File: src/rtl/tmac_map.svh
`ifndef TMAC_MAP_SVH
`define TMAC_MAP_SVH

// counter width, channel count and number of the first match channel
`define TMAC_COUNT_W       16
`define TMAC_NCHAN         4
`define TMAC_FIRST_CHAN    2

// register byte offsets
`define TMAC_OFS_CTRL      8'h00
`define TMAC_OFS_MATCH2    8'h04
`define TMAC_OFS_MATCH3    8'h08
`define TMAC_OFS_MATCH4    8'h0C
`define TMAC_OFS_MATCH5    8'h10
`define TMAC_OFS_STATUS    8'h14
`define TMAC_OFS_MASK      8'h18

// control field positions: channel i (0 = match2) sits at base + 3*i
`define TMAC_IRQ_BIT0      6
`define TMAC_RST_BIT0      7
`define TMAC_HALT_BIT0     8
// writable control bits: 7 (match2 reset) up to 16 (match5 reset)
`define TMAC_CTRL_WMASK    32'h0001_FF80

// reset values
`define TMAC_CTRL_RST      32'h0000_0000
`define TMAC_MATCH_RST     16'h0000
`define TMAC_STATUS_RST    4'h0
`define TMAC_MASK_RST      4'h0

`endif

File: src/rtl/tmac_pkg.sv
`include "tmac_map.svh"

package tmac_pkg;

    typedef logic [`TMAC_COUNT_W-1:0] tmac_count_t;

    // state of one match channel
    typedef struct packed {
        logic prev_equal;
    } tmac_chan_s;

    // state of the register file and action outputs
    typedef struct packed {
        logic [31:0]                          ctrl;
        logic [`TMAC_NCHAN-1:0][`TMAC_COUNT_W-1:0] match;
        logic [`TMAC_NCHAN-1:0]               status;
        logic [`TMAC_NCHAN-1:0]               mask;
        logic [31:0]                          prdata;
        logic                                 bad;
        logic                                 halt;
        logic                                 en_clr;
        logic                                 crst;
        logic                                 irq_pulse;
        logic [2:0]                           irq_mode;
    } tmac_top_s;

endpackage

File: src/rtl/tmac_chan_if.sv
`timescale 1ns/1ns
`include "tmac_map.svh"

interface tmac_chan_if;
    import tmac_pkg::*;

    tmac_count_t match_val;
    tmac_count_t count_val;
    logic        count_en;
    logic        halt_en;
    logic        rst_en;
    logic        irq_en;
    logic        halt;
    logic        crst;
    logic        irq;

    modport chan (
        input  match_val, count_val, count_en, halt_en, rst_en, irq_en,
        output halt, crst, irq
    );
    modport ctl (
        output match_val, count_val, count_en, halt_en, rst_en, irq_en,
        input  halt, crst, irq
    );
endinterface

File: src/rtl/tmac_top.sv
`timescale 1ns/1ns
`include "tmac_map.svh"

module tmac_top
    import tmac_pkg::*;
(
    input  wire logic        pclk,
    input  wire logic        presetn,
    input  wire logic        psel,
    input  wire logic        penable,
    input  wire logic        pwrite,
    input  wire logic [7:0]  paddr,
    input  wire logic [31:0] pwdata,
    output logic      [31:0] prdata,
    output logic             pready,
    output logic             pslverr,
    input  wire tmac_count_t timer_count_value,
    input  wire logic        count_enable_bit,
    input  wire logic [2:0]  interrupt_mode_select,
    output logic             counter_halt,
    output logic             count_enable_clear,
    output logic             counter_reset,
    output logic             match_irq_pulse,
    output logic      [2:0]  match_irq_mode,
    output logic             irq
);
    localparam int NCH = `TMAC_NCHAN;

    tmac_top_s        r;
    tmac_top_s        next_r;
    logic [NCH-1:0]   ch_halt;
    logic [NCH-1:0]   ch_crst;
    logic [NCH-1:0]   ch_irq;
    logic             wr;
    logic             setup;
    logic [31:0]      rd_val;
    logic             rd_bad;

    tmac_chan_if cif [NCH] ();

    // one comparator per channel; action enables come straight from the control word, the count enable from count_enable_bit
    genvar gi;
    generate
        for (gi = 0; gi < NCH; gi++) begin : g_ch
            assign cif[gi].match_val = r.match[gi];
            assign cif[gi].count_val = timer_count_value;
            assign cif[gi].count_en  = count_enable_bit;
            assign cif[gi].halt_en   = r.ctrl[`TMAC_HALT_BIT0 + 3*gi];
            assign cif[gi].rst_en    = r.ctrl[`TMAC_RST_BIT0 + 3*gi];
            assign cif[gi].irq_en    = r.ctrl[`TMAC_IRQ_BIT0 + 3*gi];
            assign ch_halt[gi]       = cif[gi].halt;
            assign ch_crst[gi]       = cif[gi].crst;
            assign ch_irq[gi]        = cif[gi].irq;

            tmac_match_chan u_chan (
                .pclk    (pclk),
                .presetn (presetn),
                .ch      (cif[gi])
            );
        end
    endgenerate

    // apb phases: a write lands at the access edge, read data is
    // captured in setup so it comes from a flop during access
    assign setup = psel & ~penable;
    assign wr    = psel & penable & pwrite;

    // read mux, also flags unmapped offsets
    always_comb begin
        rd_val = 32'h0000_0000;
        rd_bad = 1'b0;
        case (paddr)
            `TMAC_OFS_CTRL:   rd_val = r.ctrl;
            `TMAC_OFS_MATCH2: rd_val = {16'h0000, r.match[0]};
            `TMAC_OFS_MATCH3: rd_val = {16'h0000, r.match[1]};
            `TMAC_OFS_MATCH4: rd_val = {16'h0000, r.match[2]};
            `TMAC_OFS_MATCH5: rd_val = {16'h0000, r.match[3]};
            `TMAC_OFS_STATUS: rd_val = {28'h000_0000, r.status};
            `TMAC_OFS_MASK:   rd_val = {28'h000_0000, r.mask};
            default:          rd_bad = 1'b1;
        endcase
    end

    // next state: register writes, event flags and action pulses
    always_comb begin
        next_r = r;
        if (setup) begin
            next_r.prdata = pwrite ? 32'h0000_0000 : rd_val;
            next_r.bad    = rd_bad;
        end
        if (wr) begin
            case (paddr)
                `TMAC_OFS_CTRL:   next_r.ctrl = pwdata & `TMAC_CTRL_WMASK;
                `TMAC_OFS_MATCH2: next_r.match[0] = pwdata[`TMAC_COUNT_W-1:0];
                `TMAC_OFS_MATCH3: next_r.match[1] = pwdata[`TMAC_COUNT_W-1:0];
                `TMAC_OFS_MATCH4: next_r.match[2] = pwdata[`TMAC_COUNT_W-1:0];
                `TMAC_OFS_MATCH5: next_r.match[3] = pwdata[`TMAC_COUNT_W-1:0];
                `TMAC_OFS_STATUS: next_r.status = r.status & ~pwdata[NCH-1:0];
                `TMAC_OFS_MASK:   next_r.mask = pwdata[NCH-1:0];
                default:          next_r.bad = r.bad;
            endcase
        end
        // set after clear so a match in the clearing cycle is kept
        next_r.status    = next_r.status | ch_irq;
        // halt from any channel stops the counter and drops the count enable together
        next_r.halt      = |ch_halt;
        next_r.en_clr    = |ch_halt;
        next_r.crst      = |ch_crst;
        next_r.irq_pulse = |ch_irq;
        // the mode field is carried with the request; the interrupt
        // generator outside decides what each mode does with it
        next_r.irq_mode  = (|ch_irq) ? interrupt_mode_select : r.irq_mode;
    end

    // all settings and flags clear to zero
    always_ff @(posedge pclk or negedge presetn) begin
        if (!presetn) begin
            r <= '0;
        end else begin
            r <= next_r;
        end
    end

    // single-wait-free slave: access phase always completes at once
    assign pready             = 1'b1;
    assign pslverr            = psel & penable & r.bad;
    assign prdata             = r.prdata;
    assign counter_halt       = r.halt;
    assign count_enable_clear = r.en_clr;
    assign counter_reset      = r.crst;
    assign match_irq_pulse    = r.irq_pulse;
    assign match_irq_mode     = r.irq_mode;
    assign irq                = |(r.status & r.mask);
endmodule

File: src/rtl/tmac_match_chan.sv
`timescale 1ns/1ns
`include "tmac_map.svh"

module tmac_match_chan
    import tmac_pkg::*;
(
    input  wire logic   pclk,
    input  wire logic   presetn,
    tmac_chan_if.chan   ch
);
    tmac_chan_s r;
    tmac_chan_s next_r;
    logic       equal;
    logic       hit;

    // one event per arrival at the match value, so a counter parked
    // on the match value does not fire again every cycle
    assign equal = (ch.match_val == ch.count_val);
    assign hit   = ch.count_en & equal & ~r.prev_equal;

    // stop takes precedence: reset is suppressed when both are set
    assign ch.halt = hit & ch.halt_en;
    assign ch.crst = hit & ch.rst_en & ~ch.halt_en;
    assign ch.irq  = hit & ch.irq_en;

    always_comb begin
        next_r            = r;
        next_r.prev_equal = equal & ch.count_en;
    end

    always_ff @(posedge pclk or negedge presetn) begin
        if (!presetn) begin
            r <= '0;
        end else begin
            r <= next_r;
        end
    end
endmodule

File: config.mk
export PLATFORM = sky130hd
export DESIGN_NAME = tmac_top
export DESIGN_NICKNAME = d
export VERILOG_FILES = /design/src/rtl/tmac_pkg.sv /design/src/rtl/tmac_chan_if.sv /design/src/rtl/tmac_top.sv /design/src/rtl/tmac_match_chan.sv
export VERILOG_INCLUDE_DIRS = /design/src /design/src/rtl
export SDC_FILE = /design/constraint.sdc
export NUM_CORES = 1
export LEC_CHECK = 0
export ABC_AREA = 1
export BUFFER_PORTS_ARGS = -buffer_cell sky130_fd_sc_hd__buf_2
export CAP_MARGIN = 20
export CORE_MARGIN = 8
export CORE_UTILIZATION = 45
export CTS_BUF_LIST = sky130_fd_sc_hd__clkbuf_4 sky130_fd_sc_hd__clkbuf_8
export CTS_CLUSTER_SIZE = 10
export DETAILED_ROUTE_END_ITERATION = 8
export GPL_TIMING_DRIVEN = 0
export PLACE_DENSITY = 0.66
export SYNTH_ARGS = -nofsm -noshare
export SYNTH_HDL_FRONTEND = slang
export SYNTH_SLANG_ARGS = --single-unit
File: constraint.sdc
create_clock -name pclk -period 1.3 [get_ports pclk]
set_input_delay 0.065 -clock pclk [delete_from_list [all_inputs] [get_ports pclk]]
set_output_delay 0.065 -clock pclk [all_outputs]
set_load 0.03 [all_outputs]
# Word-level counts from Yosys, hierarchy flattened

Cells that the tools add are included.

Add/sub/neg operators: 0
Multipliers: 0
Div/mod/pow operators: 0
Magnitude comparators: 0
Equal/unequal tests: 11
Shifts and indexed selects: 0
Muxes and demuxes: 9
Bitwise operators: 37
Reduce and logical (&&, ||, !) cells: 12

Operators by type and width:

| kind               | count |
|---|---|
| $pmux 17 s7        | 1 |
| $eq 16x16->1       | 4 |
| $and 1x1->1        | 25 |
| $eq 8x5->1 const B | 3 |
| $mux 17            | 1 |
| $eq 8x4->1 const B | 2 |
| $reduce_and 2->1   | 6 |
| $and 4x4->4        | 2 |
| $eq 8x3->1 const B | 1 |
| $logic_not 8->1    | 1 |
| $mux 4             | 2 |
| $mux 8             | 1 |
| $not 1->1          | 8 |
| $reduce_or 4->1    | 2 |
| $reduce_or 7->1    | 1 |
| $reduce_or 3->1    | 2 |
| $mux 1             | 4 |
| $not 4->4          | 1 |
| $or 4x4->4         | 1 |
| $ne 2x2->1 const B | 1 |

Flip-flop bits (word level): 125
Bits in latches: 0
Memory bits (writable): 0
Memory bits (read-only): 0
Output and inout port bits: 42
Word-level logic and storage cells: 86
Memories: 0

# Logic depth before layout (Yosys ltp)

Word-level depth: 6
Depth in mapped cells: 12
Gate-level depth less buffers: 12

# By module

Synthesis repeated with hierarchy kept, for this count alone.

Cells, all modules: 968
Area, all modules: 6796.5 sq um

By module, submodules not included:

| module          | instances | cells each | area each (sq um) |
|---|---|---|---|
| tmac_top        | 1         | 640        | 5290.1 |
| tmac_match_chan | 4         | 82         | 376.6 |

# Least setup slack after synthesis

Ideal clock, no wire load.

Path type: reg-to-reg
Start: register r (netlist bit cif[2].match_val[8])
End: register r (netlist bit match_irq_mode[0])
Library setup time: 0.119 ns
Data arrival time: 1.188 ns
Required time: 1.181 ns
Path slack: -0.007 ns
Cell stages (with the launch flop): 8
Period minus slack after synthesis: 1.307 ns
Cells stage by stage: dfrtp_1 -> or2_2 -> o211ai_1 -> nor2_1 -> nand4_2 -> nand3_2 -> nand2_1 -> nand2_1

RTL lines:

| what                   | RTL line        | RTL |
|---|---|---|
| from (decl)            | tmac_top.sv:29  | `tmac_top_s r;` |
| from (signal assigned) | tmac_top.sv:120 | `r <= next_r;` |

==> results.md <==
* Per-instance average area after synthesis at around 7.4 µm²
* Commonest cells after routing, fill and taps aside: nand2_1 (243), dfrtp_1 (109), o21ai_0 (92)
* Count of final setup violators at 13
* Boundary pin count at 107
* Crit start category: register
* Final cycle utilization of the critical path at 122.0%
* Pre-Repair DR Iteration Count at 5
* Number of flip-flops and latches in the synthesized netlist at 110
* Total global routing track utilization at between 20% and 30%
* Number of H-tree branching levels at 3
* Number of distinct library cells after synthesis at 37
* Power Internal at roughly 0.0048 W
* Total vias in the final route at between 5000 and 6000
* DRT antenna net count at 0
* Part of the power in combinational logic at 11.2%
* Number of rows in the core area at 42
* Initial detailed-routing violation count at between 400 and 500
* Critical path's largest stage delay at roughly 0.42 ns
* Synth area leaders: dfrtp_1 (46%), nand2_1 (16%), o21ai_0 (8.5%)
* Most common cell after layout, fill and taps aside: nand2_1
* Outcome: finished with violations
* Cell seen most often among critical-path stages: nand2_1
* Area inside the core boundary at 13140 µm²
* Clock buffers created by TritonCTS at 9
* Leading area contributor after synthesis: dfrtp_1
* Height of the die at 131.3 µm
* TritonCTS clock tree: built
* Switching share of power at a little over a quarter
* Worst min-delay path category: primary input to register
* Worst VDD drop at 0.0004814 V
* Arrival time of data at the critical path endpoint at ~1.9 ns
* Relative contribution of the clock network to total power at approximately 35%
* Synth-to-Final Area Change at 26.38%
* FMAX at 630.5 MHz
* Net total in the final layout at 1008
* Total die area at about 17000 µm²
* Count of final hold-check violations at 0
* Initial antenna violation count at 0
* Detailed placement HPWL at around 14000 µm
* Sequential group share of total power at 54.2%
* Cell with the largest stage delay on the worst path: dfrtp_1
* Clk Latency, worst-skew pair at roughly 0.4 ns
* Kind of critical path: register to register
* Synthesized instance count at between 800 and 900
* Max-Slew Margin vs Limit at between 50% and 60%
* Die Wd at about 130 µm
* Cell area after technology mapping at between 5000 and 6000 µm²
* Critical path fanouts, max at 5
* Max-slew violation total from the final report at 0
* Critical register-to-register path startpoint: cif[3].match_val[4]
* Worst Setup Slack, final at -0.2860 ns
* Via count of the first global-routing pass at ~5600
* Final critical delay including setup and external delays at around 1.6 ns
* Startpoint of the tightest hold check path: penable
* Number of port buffers at 73
* Number of max-cap violations at 0
* Standby leakage power at around 3.8 nW
* DRC violation count after routing at 0
* Crit path required time at about 1.6 ns
* Setup repair after global routing missed its margin: true
* Grt total ovfl at 0
* Share of cells above drive strength 1 at roughly 28%
* WL per Instance at roughly 18 µm
* Clk sink count at between 100 and 150
* Overall power at between 0.006 and 0.007 W
* Clock root buffer master: clkbuf_8
* Launch point of the worst path: cif[3].match_val[4]
* Sequential cell area fraction in the yosys report at between 40% and 50%
* Transition time at the pin with the least slew margin at roughly 0.74 ns
* Clock-pin slew of the registers on the worst-case setup and hold paths at ~0.10 ns
* Category of the worst setup path capture point: register
* Largest net degree at the start of global routing at 57
* Power per standard cell area at about 850 nW/µm²
* Fraction of post-synthesis cell area in the top cell type by area at 46.03%
* Switching power at 0.001689 W
* Worst clock skew at about 0.012 ns
* FF+latch area at 2754 µm²
* Routed wire length at about 20000 µm
* Yosys warnings at 0
* Initial cell density of the core at a little under half
* Share of the core filled with cells in the final layout at 57.53%
* Clock Path Buffers at 2
* Routability-driven placement congestion ratio at 0.9475
* Violated checks: setup timing
* Footprint of the multi-input gates at between 2000 and 3000 µm²
* Wire length of the first global-routing pass at 31080 µm
* Vias per cell at approximately 5
* Final setup TNS at -2.217 ns
* Number of filler cells placed in the layout at approximately 1300
* Ant diodes at 0
* Cell-by-cell listing of the critical path: nand2_1 > nand2_1 > a21oi_2 > nand3_1 > nor2_4 > nand3_4 > nand3_4 > nand2_2 > nand2_1
routing by layer:
metal	track usage (%)	vias to the layer above	share of wire, %
li1	-	2779	-
met1	30.49	2685	42
met2	35.79	236	45
met3	5.755	45	9.0
met4	9.190	0	3.5
met5	0	-	0
cell type report:
| class | count | share of cell area [%] |
|---|---|---|
| Sequential cell | 110 | 36.43 |
| Tap cell | 176 | 2.913 |
| Timing Repair Buffer | 114 | 10.06 |
| Clock buffer | 13 | 2.202 |
| Multi-Input combinational cell | 543 | 37.30 |
| Inverter | 109 | 5.545 |
| Buffer | 56 | 4.983 |
| Clock inverter | 3 | 0.5628 |
cell usage after synthesis, drive strengths merged:
cell,count
a21oi,8
a311oi,1
and2,1
buf,46
clkbuf,10
clkinv,3
conb,2
dfrtp,110
inv,106
nand2,265
nand3,21
nand4,7
nor2,44
nor3,13
nor3b,1
nor4,1
o2111ai,1
o211ai,2
o21a,1
o21ai,119
o22ai,19
o2bb2ai,1
o41ai,1
or2,1
xnor2,12
xor2,8
what timing repair did:
item / CTS / global route
gates cloned: 0 / 0
setup endpoints to repair: 46 / 96
hold endpoints to repair: 84 / 0
hold buffers: 16 / 0
resized for setup: 44 / 76
setup buffers: 16 / 10
pin swaps: 26 / 41
metrics by stage:
| step | area, µm² | std cells | hold WS, ns | setup slack (ns) |
|---|---|---|---|---|
| 2_1_floorplan | 6036 | 818 | -0.2306 | 0.003223 |
| 3_3_place_gp | 6621 | 1067 | 0.2704 | -1.173 |
| 3_5_place_dp | 6651 | 1068 | 0.1761 | -0.5222 |
| 4_1_cts | 7306 | 1116 | 0.006936 | -0.2578 |
| 5_1_grt | 7559 | 1124 | 0.02207 | -0.3508 |
| 6_report | 7559 | 1124 | 0.02212 | -0.2860 |
state kept, by name, summed over array words and instances, names as in the netlist:
register,cells
cif.rst_en,4
cif.match_val,64
r,9
match_irq_pulse,1
counter_reset,1
g_ch.u_chan.r,4
count_enable_clear,1
match_irq_mode,3
cif.halt_en,3
prdata,17
cif.irq_en,3
critical path: cells and delay by family (launching register included):
family | cells | cell delay, ns
AOI/OAI and AO/OA | 1 | 0.15
DFF | 1 | 0.42
and+or+nand+nor | 8 | 0.94
power groups by stage:
stage                     combinational, W  clock [W]  sequential [W]
final                             0.000718    0.00223         0.00349
after global routing              0.000790    0.00239         0.00350
after CTS                         0.000676    0.00225         0.00349
after detailed placement          0.000612          0         0.00356
after global placement            0.000598          0         0.00356
after floorplan                   0.000337          0         0.00355
cells by family after synthesis:
kind of cell,after synthesis,synth area share [%]
xor gates and xnor gates,20,2.929
buffers and inverters,165,12.99
DFF,110,46.03
other,2,0.1256
AOI/OAI and AO/OA,153,13.64
and+or+nand+nor,354,24.29
worst paths after layout:
check                                  endpoint  slack (ns)  depth (start not counted)
max in group asynchronous  cif[2].match_val[12]        0.30                          3
max reg2reg                   match_irq_mode[2]       -0.29                          9
min in group asynchronous  cif[0].match_val[10]        0.27                          2
min                                        r[7]        0.02                          3
min reg2reg                           prdata[6]        0.49                          2
max                           match_irq_mode[2]       -0.29                          9
(Power assumes the default switching activity.)
